### config.mk
export PLATFORM = sky130hd
export DESIGN_NAME = mis_irq_src
export DESIGN_NICKNAME = d
export VERILOG_FILES = /design/src/inc/mis_pkg.sv /design/src/hdl/mis_edge_det.sv /design/src/hdl/mis_irq_src.sv /design/src/hdl/mis_phase_gen.sv
export SDC_FILE = /design/constraint.sdc
export NUM_CORES = 1
export LEC_CHECK = 0
export ABC_AREA = 1
export BUFFER_PORTS_ARGS = -buffer_cell sky130_fd_sc_hd__buf_2
export CELL_PAD_IN_SITES_DETAIL_PLACEMENT = 1
export CELL_PAD_IN_SITES_GLOBAL_PLACEMENT = 2
export CORE_AREA = 2 2 96 98
export DETAILED_ROUTE_END_ITERATION = 10
export DIE_AREA = 0 0 98 100
export PLACE_DENSITY_LB_ADDON = 0.1
export SYNTH_ARGS = -nofsm -noshare
export SYNTH_HDL_FRONTEND = slang
export SYNTH_SLANG_ARGS = --single-unit
### constraint.sdc
create_clock -name CLK -period 1.6 [get_ports CLK]
set_clock_uncertainty 0.1 [all_clocks]
set_input_delay 0.16 -clock CLK [delete_from_list [all_inputs] [get_ports CLK]]
set_output_delay 0.16 -clock CLK [all_outputs]
set_load 0.02 [all_outputs]
### src/inc/mis_pkg.sv
// Constants and types for the interrupt source block.
// Assumes a single 25 MHz core clock and a plain register port.
package mis_pkg;
   // Register offsets (bus address is word index)
   localparam logic [3:0] MIS_ADDR_IRQ_CTRL = 4'h0;  // irq_control_reg
   localparam logic [3:0] MIS_ADDR_OPTION   = 4'h1;  // option register
   localparam logic [3:0] MIS_ADDR_TIMER    = 4'h2;  // timer_count_reg
   localparam logic [3:0] MIS_ADDR_PORT     = 4'h3;  // port_b_pins read
   localparam logic [3:0] MIS_ADDR_PORT_CHANGE_ENABLE     = 4'h4;  // port_change_enable
   localparam logic [3:0] MIS_ADDR_CORE     = 4'h5;  // sleep / wake status
   // Field positions in irq_control_reg
   localparam int MIS_BIT_PCF  = 0;  // port_change_flag
   localparam int MIS_BIT_EXTF = 1;  // ext_irq_flag
   localparam int MIS_BIT_TOVF = 2;  // timer_overflow_flag
   localparam int MIS_BIT_EXTE = 4;  // ext_irq_enable
   localparam int MIS_BIT_TIE  = 5;  // timer_irq_enable
   localparam int MIS_BIT_GIE  = 7;  // global_irq_enable
   // Field positions in option register
   localparam int MIS_BIT_EDGE = 6;  // ext_edge_select
   // Field positions in core register
   localparam int MIS_BIT_SLEEP = 0;
   localparam int MIS_BIT_WAKE  = 1;
   localparam int MIS_BIT_VEC   = 2;
   // Reset values and timer maximum
   localparam logic [7:0] MIS_RST_IRQ_CTRL = 8'h00;
   localparam logic [7:0] MIS_RST_OPTION   = 8'hff;
   localparam logic [7:0] MIS_RST_TIMER    = 8'h00;
   localparam logic [7:0] MIS_TIMER_MAX    = 8'hff;
   // Internal phase count per instruction cycle
   localparam int         MIS_PHASES       = 4;
   localparam logic [1:0] MIS_PHASE_READ   = 2'h1;  // second phase
   typedef enum logic [1:0] {MIS_AWAKE, MIS_ASLEEP, MIS_WOKEN} mis_core_t;
endpackage : mis_pkg

### src/hdl/mis_edge_det.sv
// Selectable single-edge detector for a synchronous input.
// Assumes the input is already synchronous to the clock.
`timescale 1ns/1ps
module mis_edge_det (
   // Clock and reset
   input  wire logic clk,
   input  wire logic rst_n,
   // Sampled signal and edge select
   input  wire logic din,
   input  wire logic rising,
   // Edge pulse
   output logic      edge_hit
);
   typedef struct packed {
      logic prev;
      logic armed;
   } mis_ed_state_t;
   mis_ed_state_t s_q, s_d;

   // Remember last level
   always_comb begin
      s_d      = s_q;
      s_d.prev = din;
      s_d.armed = 1'b1;                // First sample after reset is only a reference
   end

   always_ff @(posedge clk or negedge rst_n) begin
      if (!rst_n) begin
         s_q <= '0;
      end else begin
         s_q <= s_d;
      end
   end

   // Only the chosen direction counts; no false edge right after reset
   assign edge_hit = s_q.armed & (rising ? (din & ~s_q.prev) : (~din & s_q.prev));
endmodule : mis_edge_det

### src/hdl/mis_irq_src.sv
// Interrupt source logic: external pin, timer overflow, port change.
// Assumes a plain register port and synchronous pin inputs.
//
// Overview of operation
// Pin edge direction follows option bit six
// Selected pin edge sets external flag
// Clear external enable blocks pin interrupt
// Software clears external flag before re-enabling
// Pin edge wakes sleep if enabled before
// After wake, vector only when global enabled
// Timer rollover to zero sets overflow flag
// Timer enable bit gates overflow interrupt
// Change on port pins 7-4 sets flag
// Port change has its own enable bit
// Change during port read may miss
// Request when flag, enable and global set
//
// Implementation choices: the register addresses and the address-and-strobe port.
`timescale 1ns/1ps
module mis_irq_src
   import mis_pkg::*;
#(
   parameter int PORT_W = 8
) (
   // Clock and reset
   input  wire logic              CLK,
   input  wire logic              RST_N,
   // Register port
   input  wire logic [3:0]        ADDR,
   input  wire logic [7:0]        WDATA,
   input  wire logic              WR,
   input  wire logic              RD,
   output logic [7:0]             RDATA,
   // Pins
   input  wire logic              EXT_IRQ_PIN,
   input  wire logic [PORT_W-1:0] PORT_B_PINS,
   // Core interface
   input  wire logic              TIMER_TICK,
   input  wire logic              SLEEP_REQ,
   output logic                   IRQ_REQ,
   output logic                   WAKE,
   output logic                   VECTOR
);
   import mis_pkg::*;

   typedef struct packed {
      logic [7:0]        ctrl;
      logic [7:0]        option;
      logic [7:0]        timer;
      logic              pce;
      logic [3:0]        port_last;
      logic              port_seen;
      logic              port_rd;
      mis_core_t         core;
      logic              sleep_ext_en;
      logic              wake;
      logic              vector;
      logic              irq;
      logic [7:0]        rdata;
   } mis_state_t;

   mis_state_t s_q, s_d;
   logic [1:0] rst_sync_q;
   logic       rst_n_i;
   logic [1:0] phase;
   logic       ext_edge;

   // Reset release through two flops
   always_ff @(posedge CLK or negedge RST_N) begin
      if (!RST_N) begin
         rst_sync_q <= 2'b00;
      end else begin
         rst_sync_q <= {rst_sync_q[0], 1'b1};
      end
   end
   assign rst_n_i = rst_sync_q[1];

   // Internal phase strobes
   mis_phase_gen u_phase (
      .clk       (CLK),
      .rst_n     (rst_n_i),
      .phase     (phase),
      .cycle_end ()
   );

   // External pin edge detector
   mis_edge_det u_edge (
      .clk      (CLK),
      .rst_n    (rst_n_i),
      .din      (EXT_IRQ_PIN),
      .rising   (s_q.option[MIS_BIT_EDGE]),
      .edge_hit (ext_edge)
   );

   // Register read mux
   function automatic logic [7:0] rd_mux(input mis_state_t s, input logic [3:0] a,
                                         input logic [3:0] pins);
      logic [7:0] v;
      v = 8'h00;
      unique case (a)
         MIS_ADDR_IRQ_CTRL: v = s.ctrl;
         MIS_ADDR_OPTION:   v = s.option;
         MIS_ADDR_TIMER:    v = s.timer;
         MIS_ADDR_PORT:     v = {pins, 4'h0};
         MIS_ADDR_PORT_CHANGE_ENABLE:     v = {7'h00, s.pce};
         MIS_ADDR_CORE:     v = {5'h00, s.vector, s.wake, s.core == MIS_ASLEEP};
         default:           v = 8'h00;
      endcase
      return v;
   endfunction : rd_mux

   // Next-state logic
   always_comb begin
      logic [3:0] hi_pins;
      logic       port_chg;
      logic       pend;
      hi_pins  = PORT_B_PINS[PORT_W-1 -: 4];
      port_chg = 1'b0;
      pend     = 1'b0;
      s_d      = s_q;
      s_d.wake   = 1'b0;
      s_d.vector = 1'b0;
      s_d.rdata  = 8'h00;

      // Register writes first, so hardware sets below win over clears
      if (WR) begin
         unique case (ADDR)
            MIS_ADDR_IRQ_CTRL: s_d.ctrl   = WDATA;
            MIS_ADDR_OPTION:   s_d.option = WDATA;
            MIS_ADDR_TIMER:    s_d.timer  = WDATA;
            MIS_ADDR_PORT_CHANGE_ENABLE:     s_d.pce    = WDATA[0];
            default: ;
         endcase
      end
      if (RD) begin
         s_d.rdata = rd_mux(s_q, ADDR, hi_pins);
      end

      // Timer counts on tick; rollover sets overflow flag
      if (TIMER_TICK && !(WR && ADDR == MIS_ADDR_TIMER)) begin
         s_d.timer = s_q.timer + 8'h01;
         if (s_q.timer == MIS_TIMER_MAX) begin
            s_d.ctrl[MIS_BIT_TOVF] = 1'b1;
         end
      end

      // Pin edge sets the external flag
      if (ext_edge) begin
         s_d.ctrl[MIS_BIT_EXTF] = 1'b1;
      end

      // Port change; a change seen during a phase-two read is held off to the next cycle, as port_last keeps its old value
      s_d.port_rd = RD && (ADDR == MIS_ADDR_PORT);
      // No change is reported until one reference sample has been taken
      s_d.port_seen = 1'b1;
      port_chg    = s_q.port_seen && (hi_pins != s_q.port_last);
      if (port_chg && !(s_q.port_rd && phase == MIS_PHASE_READ)) begin
         s_d.ctrl[MIS_BIT_PCF] = 1'b1;
      end
      if (!(s_q.port_rd && phase == MIS_PHASE_READ)) begin
         s_d.port_last = hi_pins;
      end

      // Combined request; flags are never cleared by hardware
      pend = (s_q.ctrl[MIS_BIT_EXTF] & s_q.ctrl[MIS_BIT_EXTE])
           | (s_q.ctrl[MIS_BIT_TOVF] & s_q.ctrl[MIS_BIT_TIE])
           | (s_q.ctrl[MIS_BIT_PCF]  & s_q.pce);
      s_d.irq = pend & s_q.ctrl[MIS_BIT_GIE];

      // Sleep and wake sequencing
      unique case (s_q.core)
         MIS_AWAKE: begin
            if (SLEEP_REQ) begin
               s_d.core         = MIS_ASLEEP;
               s_d.sleep_ext_en = s_q.ctrl[MIS_BIT_EXTE];
            end
         end
         MIS_ASLEEP: begin
            if (s_q.sleep_ext_en && s_q.ctrl[MIS_BIT_EXTE] &&
                s_q.ctrl[MIS_BIT_EXTF]) begin
               s_d.core = MIS_WOKEN;
               s_d.wake = 1'b1;
            end
         end
         MIS_WOKEN: begin
            s_d.core   = MIS_AWAKE;
            s_d.vector = s_q.ctrl[MIS_BIT_GIE];
         end
      endcase
   end

   // State register
   always_ff @(posedge CLK or negedge rst_n_i) begin
      if (!rst_n_i) begin
         s_q              <= '0;
         s_q.ctrl         <= MIS_RST_IRQ_CTRL;
         s_q.option       <= MIS_RST_OPTION;
         s_q.timer        <= MIS_RST_TIMER;
         s_q.core         <= MIS_AWAKE;
      end else begin
         s_q <= s_d;
      end
   end

   assign RDATA   = s_q.rdata;
   assign IRQ_REQ = s_q.irq;
   assign WAKE    = s_q.wake;
   assign VECTOR  = s_q.vector;
endmodule : mis_irq_src

### src/hdl/mis_phase_gen.sv
// Four-phase generator giving one-cycle phase strobes.
// Assumes active-low reset from the top module, asserted asynchronously and released in step with the clock.
`timescale 1ns/1ps
module mis_phase_gen
   import mis_pkg::*;
(
   // Clock and reset
   input  wire logic       clk,
   input  wire logic       rst_n,
   // Phase outputs
   output logic [1:0]      phase,
   output logic            cycle_end
);
   typedef struct packed {
      logic [1:0] ph;
   } mis_ph_state_t;
   mis_ph_state_t s_q, s_d;

   // Count through the four phases
   always_comb begin
      s_d    = s_q;
      s_d.ph = s_q.ph + 2'h1;
   end

   always_ff @(posedge clk or negedge rst_n) begin
      if (!rst_n) begin
         s_q <= '0;
      end else begin
         s_q <= s_d;
      end
   end

   assign phase     = s_q.ph;
   assign cycle_end = (s_q.ph == 2'(MIS_PHASES - 1));
endmodule : mis_phase_gen

Word level (Yosys, flattened, before mapping)
Cells that the tools add are included.
{ "totals": {"register_bits": 50, "input_bits": 27, "out_inout_bits": 11, "elab_cells": 89} }
{ "classes": {"addsub": 2, "n_eq_ne": 12, "muxes": 19, "bitwise": 11, "n_reduce_logical": 26} }
{ "ops": {"columns": ["operator", "count"], "rows": [
  ["8-bit case mux with 6 select lines", 1],
  ["8-bit two-way mux", 4],
  ["20-bit two-way mux", 1],
  ["2-bit AND reduction", 8],
  ["2-bit nonzero test", 6],
  ["1-bit two-way mux", 9],
  ["8-bit by 1-bit adder with 8-bit output, second input constant", 1],
  ["4-bit by 2-bit equality test with 1-bit output, second input constant", 2],
  ["4-bit by 3-bit equality test with 1-bit output, second input constant", 2],
  ["8-bit equality test, second input constant", 1],
  ["1-bit logical AND", 8],
  ["1-bit bitwise AND", 7],
  ["3-bit two-way mux", 2],
  ["2-bit case mux with 3 select lines", 1],
  ["2-bit by 1-bit equality test with 1-bit output, second input constant", 2],
  ["4-bit by 1-bit equality test with 1-bit output, second input constant", 1],
  ["4-bit logical NOT", 1],
  ["4-bit inequality test", 1],
  ["2-bit by 1-bit adder with 2-bit output, second input constant", 1],
  ["2-bit equality test, second input constant", 1],
  ["1-bit logical NOT", 2],
  ["2-bit logical NOT", 1],
  ["2-bit two-way mux", 1],
  ["2-bit by 1-bit inequality test with 1-bit output, second input constant", 1],
  ["3 further kinds", 5]
]} }

Longest topological paths before layout
Gate-level depths: netlist of run 1.
{ "depth": {"ltp_word": 6, "mapped_depth": 9, "mapped_depth_nobuf": 8} }

Modules after synthesis
A second synthesis of run 1 with hierarchy kept.
{ "unflattened": {"hier_cells": 323, "hier_area_um2": 2685.1} }
{ "by_module_without_submodules": {"columns": ["module", "instances", "cells_each", "area_each_um2", "seq_area_each_um2"], "rows": [
  ["mis_irq_src", 1, 308, 2534.9, 1186.1],
  ["mis_edge_det", 1, 11, 83.8, 50.0],
  ["mis_phase_gen", 1, 4, 66.3, 50.0]
]} }

Worst setup path before layout of run 1
OpenSTA, ideal clock, no wires.
{ "synth_timing": {"path_kind": "register -> register", "start": "register s_q[22] (netlist name)", "end": "register s_q[27] (netlist name)", "setup_ns": 0.119, "arrival_time_ns": 1.078, "required_ns": 1.381, "path_slack_ns": 0.303, "path_stages_with_launch": 9, "path_buffers": 0, "synth_period_minus_slack_ns": 1.297, "cell_sequence": "dfrtp_1 ha_1 nand2_1 nor2_1 nand3_1 nand2_1 nand2_1 nor2_1 nor2_1"} }
{ "synth_between": {"elab_chain_cells": 2} }
{ "synth_lines": {"columns": ["element", "line_no", "source"], "rows": [
  ["start: declaration", "mis_irq_src.sv:62", "mis_state_t s_q, s_d;"],
  ["8-bit by 1-bit adder with 8-bit output", "mis_irq_src.sv:141", "s_d.timer = s_q.timer + 8'h01;"],
  ["8-bit two-way mux", "mis_irq_src.sv:140", "if (TIMER_TICK && !(WR && ADDR == MIS_ADDR_TIMER)) begin"]
]} }
No other way between the ends.
A chain may end at the register's enable or synchronous reset.

Final worst setup path of run 1
{ "layout_timing": {"start": "register s_q[21] (netlist name)", "end": "register s_q[27] (netlist name)"} }
The elaborated chain is that of the path after synthesis.

==> flow_summary_export.csv, run 1 <==
group,metric,value,unit
run_status,status,"completed",
global_routing,grt_pass1_vias,2101,
timing,max_freq,0.707,GHz
worst_setup_path,slowest_stage,"dfrtp_1",
finish,insertedDiodeCount,0,
global_routing,grt_overflow,0,
finish,fin_cells,462,
drt,drt_pass1_iterations,4,
worst_setup_path,cp_slowest_stage_delay,0.36,ns
drt,drt_iter0_drc,56,
power_and_ir_drop,leakage,1.58,nW
die,coreArea,0.00889,mm^2
worst_setup_path,path_buf_inv,0,
cts,cts.repair.resized,0,
drt,vias,2047,
cts,cts_tree,"yes",
die,die_h,100,um
worst_setup_path,crit_arrival,1.51,ns
finish,final_common_cell,"nand2_1",
placed_design,dpl_cell_area,0.00288,mm^2
drt,wl,6640,um
timing,rsz0062_at_grt,"no",
job,drv_cap,0,
global_routing,grtUsageTotal,14.7,%
worst_setup_path,path_delay_family,"simple AND/OR/NAND/NOR gates",
die,initial_core_util,29.5,%
drt,drcViolationCount,0,
cts,hold_buffers,5,
cts,path_clk_slew,0.09,ns
timing,hold_viol,0,
power_and_ir_drop,power.total,3.42,mW
cts,clock_path_buffers,2,
cts,insertion_delay,0.31,ns
worst_setup_path,worst_setup_path_end_kind,"flip-flop",
placed_design,hpwl,5130,um
worst_setup_path,cp_cell_sequence,"ha_1, nand2_1, nor2_1, nand3_1, nand2_1, nand2_1, nor2_1, nor2_1",
logic_synthesis,syn_area,0.00263,mm^2
finish,final_area,0.00305,mm^2
power_and_ir_drop,vdd_drop_max,0.455,mV
cts,clock-sinks,50,
logic_synthesis,synth.largest_area_cell,"dfrtp_1",
timing,slew_viol_final,0,
cts,cts_buffers,5,
die,die_area,0.00980,mm^2
die,ios,38,
timing,final-setup-viol-count,0,
placed_design,gp_congestion,0.735,
finish,fin_nets,383,
cts,htree_levels,2,
worst_setup_path,worstPathMaxFanout,3,
logic_synthesis,ys_ff_latch,50,
finish,final_cell_mix,"nand2_1 (86), dfrtp_1 (41), inv_1 (38)",
min_path,hp-class,"in -> reg",
logic_synthesis,synthTopCellsByArea,"dfrtp_1 (40%), nand2_1 (12%), dfstp_2 (8.0%)",
cts,cts_setup_buffers,0,
worst_setup_path,worst-endpoint-required,1.70,ns
drt,wl_per_cell,14.4,um
global_routing,grt_start_max_net_pins,49,
worst_setup_path,worstSetupPathType,"reg -> reg",
placed_design,placed_cells,449,
logic_synthesis,syn_area_per_cell,8.44,um^2
cts,cts-root-buf,"clkbuf_8",
logic_synthesis,synth-seq-area-share,48.0,%
logic_synthesis,synth.distinct_cells,30,
placed_design,port_buffers,33,
logic_synthesis,synth_cells,311,
timing,min_period,1.41,ns
finish,drive_gt1_share,22.5,%
logic_synthesis,yosysWarningCount,0,
timing,finalCritPeriodShare,88.4,%
die,die_x,98,um
drt,vias_per_cell,4.43,
timing,finalSetupTns,0,ns
finish,final_core_util,34.3,%
drt,ant_nets,0,
logic_synthesis,synth_top_area_share,40.0,%
worst_setup_path,cp-start-kind,"flip-flop",
die,rows,35,
finish,syn_to_final_growth,16.0,%
power_and_ir_drop,power.density,1120,mW/mm^2
global_routing,grt_pass1_wl,11100,um
global_routing,antenna_found_initial,0,
==> state kept, by name, summed over array words and instances (netlist names) <==
register / count
u_phase.phase: 2
IRQ_REQ: 1
RDATA: 8
WAKE: 1
rst_sync_q: 2
u_edge.s_q: 2
s_q: 33
VECTOR: 1
==> area by class of cell <==
cell class                      count  area [um^2]
Multi-Input combinational cell    206         1090
Fill cell                        1086         5840
Timing Repair Buffer               44          273
Clock buffer                        7         86.3
Inverter                           43          166
Sequential cell                    50         1260
Clock inverter                      1         30.0
Tap cell                          111          139
==> tightest hold or removal path: stages <==
cell	delay, ns
buf_2	0.13
nand3_1	0.08
nand2_1	0.05
==> kinds of logic after synthesis <==
logic type	count (synthesis)	share of synthesized area [%]
and+or+nand+nor	148	25.8
buffers and inverters	56	10.6
DFF	50	48.0
AOI/OAI and AO/OA	43	10.2
xor gates and xnor gates	7	2.34
adders and majority gates	6	2.86
other	1	0.143
==> through the flow <==
stage               setup WS [ns]  hold slack (ns)
floorplan                  0.0192           -0.236
global placement            0.179           -0.155
detailed placement          0.171           -0.153
CTS                         0.169        0.0000985
global route               0.0293          0.00653
finish                      0.186          0.00321
==> synth_stat cells <==
| master | n |
|---|---|
| buf_4 | 9 |
| nand3_4 | 1 |
| xor2_1 | 3 |
| a31oi_1 | 1 |
| o211ai_1 | 5 |
| conb_1 | 1 |
| inv_2 | 3 |
| o21ai_0 | 17 |
| nor2_1 | 29 |
| nand2_4 | 4 |
| nand2_2 | 1 |
| o21ai_2 | 6 |
| buf_6 | 4 |
| o21ai_1 | 4 |
| o22ai_1 | 4 |
| dfrtp_1 | 42 |
| dfstp_2 | 8 |
| nor2_4 | 3 |
| ha_1 | 6 |
| nand4_1 | 6 |
| xnor2_1 | 4 |
| a21oi_2 | 2 |
| a21oi_1 | 3 |
| nor2_8 | 1 |
| o31ai_1 | 1 |
| nand3_1 | 16 |
| inv_1 | 38 |
| nand2_1 | 86 |
| inv_4 | 2 |
| nor2_2 | 1 |
==> path summary, 6_finish.rpt <==
path / cells after the start / slack (ns) / to / startpoint
max in group asynchronous: 1 / 0.96 / s_q[35] / rst_sync_q[1]
min in group asynchronous: 2 / 0.05 / rst_sync_q[1] / RST_N
worst max register to register: 8 / 0.19 / s_q[27] / s_q[21]
worst min register to register: 1 / 0.15 / s_q[44] / rst_sync_q[1]
worst max-delay path: 8 / 0.19 / s_q[27] / s_q[21]
worst min-delay path: 3 / 0.003 / s_q[33] / WDATA[4]
==> where the power goes <==
group	internal, mW	switching [mW]
Combinational	0.314	0.499
Clock	0.511	0.435
Sequential	1.51	0.153
==> routing by layer <==
layer	GRT usage, %	part of all wire, %	up-vias
met3	2.65	3.0	7
li1	-	-	1045
met1	21.6	53	963
met4	3.53	1.1	0
met5	0	0	-
met2	22.4	43	32
No activity file was read; power rests on OpenSTA's default activity.
==> run 2: changes to the inputs <==
- ABC_AREA: 1 -> not set
- CORE_AREA: 2 2 96 98 -> 2 2 89 91
- DIE_AREA: 0 0 98 100 -> 0 0 91 93
==> run 2 against run 1 <==
  * Clock power is 21% lower
  * Utilization is 3.0 points higher
  * Register-to-register slack worse by 0.11 ns
  * Global-route usage is 0.86 points lower
  * Via count is 23% lower
  * Area after synthesis is 8.6% lower
  * Die area is 14% lower
  * Critical path depth is 4 lower
  * Maximum frequency is 7.1% lower
  * Largest power group unchanged
  * Cell count is 25% lower
  * Count of clock-buffer cells in the layout is 2 lower
==> flow_summary_export.csv, run 2 <==
group,metric,value,unit
timing,slew_viol_final,0,
logic_synthesis,synth.most_common_cell,"dfrtp_1",
run_status,status,"completed",
cts,cts_buffers,5,
logic_synthesis,syn_area_per_cell,11.8,um^2
global_routing,grt_pass1_wl,9120,um
placed_design,gp_congestion,0.661,
logic_synthesis,synth-seq-area-share,52.6,%
finish,largest_reg_flops,33,
worst_setup_path,slowest_stage,"dfrtp_1",
logic_synthesis,synth.largest_area_cell,"dfrtp_1",
logic_synthesis,synthTopCellsByArea,"dfrtp_1 (44%), mux2_2 (11%), dfstp_2 (8.8%)",
job,drv_cap,0,
placed_design,placed_cells,336,
die,die_area,0.00846,mm^2
worst_setup_path,worst_setup_path_end_kind,"flip-flop",
logic_synthesis,ys_ff_latch,50,
placed_design,port_buffers,33,
die,die_h,93,um
logic_synthesis,synth_top_area_share,43.8,%
timing,rsz0062_at_grt,"no",
worst_setup_path,worstPathMaxFanout,4,
global_routing,grt_start_max_net_pins,49,
min_path,hp-class,"in -> reg",
finish,insertedDiodeCount,0,
min_path,worstHoldEndpoint,"s_q[40]",
cts,cts-root-buf,"clkbuf_8",
die,coreArea,0.00753,mm^2
cts,clock-sinks,50,
finish,final_area,0.00280,mm^2
logic_synthesis,synth.distinct_cells,35,
global_routing,grt_pass1_vias,1699,
worst_setup_path,worstSetupPathType,"reg -> reg",
power_and_ir_drop,power.density,1220,mW/mm^2
cts,insertion_delay,0.30,ns
finish,final_cell_mix,"dfrtp_1 (41), buf_2 (33), nor2_1 (23), mux2_2 (23), mux2i_1 (13)",
finish,regArea,0.00126,mm^2
die,rows,32,
global_routing,use_met1,18.8,%
finish,fin_nets,277,
global_routing,grtUsageTotal,13.8,%
finish,top_register,"s_q",
drt,drt_iter0_drc,60,
global_routing,grt_use_met3,2.34,%
finish,fin_cells,347,
logic_synthesis,synth_common_cells,"dfrtp_1 (42), mux2_2 (23), nor2_1 (23)",
timing,final-setup-viol-count,0,
worst_setup_path,cp_cell_sequence,"ha_1, mux2_2, a221oi_2, nor2_1",
logic_synthesis,async_reset_ff_share,100,%
worst_setup_path,crit_arrival,1.60,ns
global_routing,grt_overflow,0,
drt,vias_per_cell,4.55,
global_routing,use_met2,23.2,%
finish,drive_gt1_share,35.5,%
worst_setup_path,cp-start-kind,"flip-flop",
timing,max_freq,0.657,GHz
logic_synthesis,synth_cells,204,
cts,path_clk_slew,0.10,ns
die,die_x,91,um
die,ios,38,
worst_setup_path,r2r-end,"RDATA[0]",
drt,drcViolationCount,0,
worst_setup_path,rr_worst_depth,4,
worst_setup_path,cp_slowest_stage_delay,0.43,ns
die,initial_core_util,31.9,%
worst_setup_path,reg2reg_from,"s_q[12]",
power_and_ir_drop,vdd_drop_max,0.431,mV
finish,multi_input_area,0.00102,mm^2
logic_synthesis,syn_area,0.00240,mm^2
logic_synthesis,synth-edff-count,0,
worst_setup_path,worst-endpoint-required,1.68,ns
drt,wl,5390,um
timing,finalCritPeriodShare,95.2,%
cts,clock_path_buffers,2,
timing,min_period,1.52,ns
drt,wl_per_cell,15.5,um
cts,htree_levels,2,
drt,ant_nets,0,
min_path,min-delay-start,"WDATA[3]",
drt,vias,1578,
worst_setup_path,rrSetupSlack,0.08,ns
logic_synthesis,yosysWarningCount,0,
placed_design,hpwl,3980,um
timing,hold_viol,0,
global_routing,antenna_found_initial,0,
global_routing,top_usage_layer,"met2",
power_and_ir_drop,leakage,1.28,nW
finish,n_fill_cell,884,
min_path,whs_path_depth,2,
placed_design,dpl_cell_area,0.00268,mm^2
finish,syn_to_final_growth,16.8,%
cts,cts_tree,"yes",
finish,final_common_cell,"dfrtp_1",
finish,final_core_util,37.3,%
drt,drt_pass1_iterations,4,
logic_synthesis,ys.flop_type,"dfrtp_1",
==> run 2: changes by cell type after synthesis, moves of 5 or more <==
cell | previous run | this run
nand2_1 | 86 | 12
inv_1 | 38 | 8
mux2_2 | 0 | 23
o21ai_0 | 17 | 3
mux2i_1 | 0 | 13
nand3_1 | 16 | 3
a21oi_1 | 3 | 9
nor2_1 | 29 | 23
o21ai_2 | 6 | 0
o211ai_1 | 5 | 0
==> run 2: through the flow <==
step / power (mW) / hold WS, ns / TNS [ns] / worst slack (ns)
floorplan: 2.41 / -0.236 / 0 / 0.0192
global placement: 2.69 / -0.154 / -0.404 / -0.0738
detailed placement: 2.71 / -0.151 / -0.672 / -0.103
CTS: 3.48 / 0.0145 / 0 / 0.0188
global route: 3.70 / 0.0208 / 0 / 0.00937
finish: 3.43 / 0.0186 / 0 / 0.0772
==> run 2: cell families (layout without fill, tap and decap cells) <==
group	Yosys count	in the layout	share of synthesized area (%)
simple gates	57	57	12.3
other cells	1	2	0.156
mux	36	36	16.2
buf+inv	21	61	5.21
xor+xnor	11	11	4.01
flops	50	50	52.6
compound gates	22	22	6.41
fa+ha+maj	6	6	3.13
==> run 2: area by class of cell <==
cell class              instances  area share, %
inverters                       8           1.07
clock buffers                   5           2.45
clock inverters                 3          0.669
repair buffers                 45           9.73
multi-input cells             134           36.5
well taps                     102           4.55
flip-flops and latches         50           45.0
==> run 2: worst max-delay path by stage <==
| stage | start | end | slack [ns] |
|---|---|---|---|
| 2_1_floorplan | rst_sync_q[1] | IRQ_REQ | 0.02 |
| 3_3_place_gp | ADDR[1] | s_q[43] | -0.07 |
| 3_5_place_dp | ADDR[1] | s_q[44] | -0.10 |
| 4_1_cts | s_q[12] | s_q[13] | 0.02 |
| 5_1_grt | s_q[12] | RDATA[0] | 0.009 |
| 6_report | s_q[12] | RDATA[0] | 0.08 |
==> run 2: layer usage <==
metal	share of wire, %	routed length [um]
met1	48	2590
met2	48	2600
met3	3.0	161
met4	0.59	32
met5	0	0
==> run 2: report_power, final <==
group	switching, mW	leakage, nW	total (mW)	internal, mW
sequential	0.254	0.605	1.82	1.57
clock	0.441	0.0483	0.750	0.309
combinational	0.404	0.623	0.862	0.458
total	1.10	1.28	3.43	2.33
==> run 2: what timing repair did <==
action / 4_1_cts / 5_1_grt
hold endpoints to repair: 3 / 0
hold buffers: 2 / 0
gates resized for setup: 1 / 1
buffers inserted: 0 / 1
endpoints found under the setup margin: 1 / 2
pin swaps: 0 / 0
==> run 2: critical path, delay by kind of cell, from the launching register on <==
kind | cells | cell delay [ns]
multiplexers | 1 | 0.29
AO/OA/AOI/OAI | 1 | 0.27
flip-flops | 1 | 0.43
AND/OR/NAND/NOR | 1 | 0.07
adder cells (fa/ha/maj) | 1 | 0.24
==> run 3: changes to the inputs <==
==> constraint.sdc (replaced) <==
create_clock -name CLK -period 1.6 [get_ports CLK]
set_clock_uncertainty 0.1 [all_clocks]
set_input_delay 0.08 -clock CLK [delete_from_list [all_inputs] [get_ports CLK]]
set_output_delay 0.08 -clock CLK [all_outputs]
set_load 0.02 [all_outputs]
==> run 3 against run 2 <==
  * Critical endpoint unchanged
  * Maximum frequency is 3.8% higher
  * Count of clock-buffer cells in the layout is 2 higher
  * Wire length is 0.56% lower
  * Worst setup slack better by 0.056 ns
  * Utilization is 2.0 points higher
  * Via count is 2.5% higher
==> flow_summary_export.csv, run 3 (synthesis gave the netlist of run 2 again) <==
group,metric,value,unit
run_status,status,"completed",
die,rows,32,
cts,clock_path_buffers,2,
power_and_ir_drop,power.total,3.58,mW
global_routing,use_met2,23.1,%
global_routing,grtUsageTotal,14.2,%
power_and_ir_drop,power.switching,1.08,mW
placed_design,placed_cells,334,
finish,regArea,0.00126,mm^2
worst_setup_path,path_delay_family,"flip-flops",
placed_design,port_buffers,33,
finish,fin_cells,359,
drt,drt_pass1_iterations,4,
min_path,whs_path_depth,3,
cts,cts_buffers,5,
global_routing,grt_pass1_vias,1747,
placed_design,place_ws,-0.00103,ns
worst_setup_path,worst-endpoint-required,1.68,ns
die,initial_core_util,31.9,%
drt,vias_per_cell,4.51,
die,die_area,0.00846,mm^2
worst_setup_path,r2r-end,"RDATA[0]",
finish,final_area,0.00296,mm^2
global_routing,grt_overflow,0,
worst_setup_path,worstPathMaxFanout,3,
job,drv_cap,0,
finish,n_fill_cell,865,
cts,path_clk_slew,0.09,ns
global_routing,top_usage_layer,"met2",
power_and_ir_drop,leakage,1.33,nW
die,coreArea,0.00753,mm^2
power_and_ir_drop,pwr-share-seq,51.3,%
cts,cts-root-buf,"clkbuf_8",
worst_setup_path,crit_arrival,1.55,ns
worst_setup_path,slowest_stage,"dfrtp_1",
cts,insertion_delay,0.30,ns
finish,fin_nets,289,
die,die_h,93,um
worst_setup_path,rrSetupSlack,0.13,ns
power_and_ir_drop,power.density,1210,mW/mm^2
worst_setup_path,reg2reg_from,"s_q[13]",
global_routing,grt_start_max_net_pins,33,
finish,largest_reg_flops,33,
drt,vias,1618,
global_routing,use_met1,19.2,%
worst_setup_path,worstSetupPathType,"reg -> reg",
power_and_ir_drop,swShare,30.0,%
timing,finalCritPeriodShare,91.6,%
drt,drt_iter0_drc,37,
die,die_x,91,um
power_and_ir_drop,p_int,2.50,mW
finish,drive_gt1_share,32.7,%
timing,setup_slack,0.134,ns
placed_design,dpl_cell_area,0.00267,mm^2
global_routing,grt_use_met3,2.98,%
worst_setup_path,cp_cell_sequence,"inv_1, ha_2, mux2_2, a221oi_2, nor2_1",
timing,max_freq,0.682,GHz
worst_setup_path,rr_worst_depth,5,
worst_setup_path,cp_slowest_stage_delay,0.37,ns
timing,finalSetupTns,0,ns
finish,final_core_util,39.3,%
placed_design,hpwl,4040,um
min_path,worstHoldEndpoint,"s_q[21]",
drt,drcViolationCount,0,
timing,rsz0062_at_grt,"no",
finish,syn_to_final_growth,23.2,%
global_routing,grt_pass1_wl,9280,um
timing,slew_viol_final,0,
cts,cts_tree,"yes",
timing,min_period,1.47,ns
finish,top_register,"s_q",
drt,wl_per_cell,14.9,um
drt,wl,5360,um
min_path,min-delay-start,"TIMER_TICK",
worst_setup_path,path_buf_inv,1,
global_routing,antenna_found_initial,0,
min_path,hp-class,"in -> reg",
power_and_ir_drop,combPwrFrac,24.2,%
cts,cts_setup_buffers,0,
power_and_ir_drop,pwr-share-clk,24.5,%
die,ios,38,
finish,final_common_cell,"dfrtp_1",
finish,multi_input_area,0.00103,mm^2
worst_setup_path,worst_setup_path_end_kind,"flip-flop",
cts,clock-sinks,50,
timing,hold_viol,0,
power_and_ir_drop,vdd_drop_max,0.441,mV
timing,final-setup-viol-count,0,
finish,final_cell_mix,"dfrtp_1 (41), buf_2 (33), nor2_1 (23), mux2_2 (23), dlygate4sd3_1 (17)",
drt,ant_nets,0,
timing,whs,0.0508,ns
finish,insertedDiodeCount,0,
worst_setup_path,cp-start-kind,"flip-flop",
cts,htree_levels,2,
placed_design,gp_congestion,0.712,
-- run 3: cell types whose count changed in the layout (fill, tap and decap cells not counted), sizes merged --
cell         delta
dlygate4sd3    +15
buf             -3
clkbuf          +2
clkinv          -2
bufinv          +1
inv             -1
-- run 3: tightest hold or removal path, stage by stage --
cell and delay, ns:
buf_2 0.14, xnor2_1 0.13, a21oi_1 0.06
-- run 3: worst max-delay path by stage --
stage	start	end	slack, ns	depth (start not counted)
6_report	s_q[13]	RDATA[0]	0.13	5
5_1_grt	s_q[13]	RDATA[0]	0.01	5
3_5_place_dp	ADDR[1]	s_q[44]	-0.001	4
4_1_cts	s_q[12]	s_q[13]	0.02	5
3_3_place_gp	ADDR[1]	s_q[43]	0.02	4
2_1_floorplan	rst_sync_q[1]	IRQ_REQ	0.02	0
-- run 3: cell type report --
type,instances,area share (%)
tap,102,4.32
clock buffer,7,2.58
timing repair buffer,57,13.5
sequential,50,42.7
multi-input combinational,134,34.8
clock inverter,1,1.02
inverter,8,1.02
-- run 3: power groups by stage --
stage	registers [mW]	clock network (mW)	logic (mW)
after floorplan	1.80	0	0.606
after global placement	1.86	0	0.819
after detailed placement	1.87	0	0.829
after CTS	1.84	0.917	0.868
after global routing	1.89	0.959	1.01
final	1.84	0.877	0.866
-- run 3: routing by layer --
metal	up-vias	share of wire (%)
li1	802	-
met4	0	1.1
met1	781	48
met2	30	48
met3	5	3.0
met5	-	0
-- run 3: repair_timing --
action,in CTS,in global routing
endpoints found under the hold margin,34,0
setup endpoints to repair,0,2
hold buffers,17,0
gates resized for setup,0,4
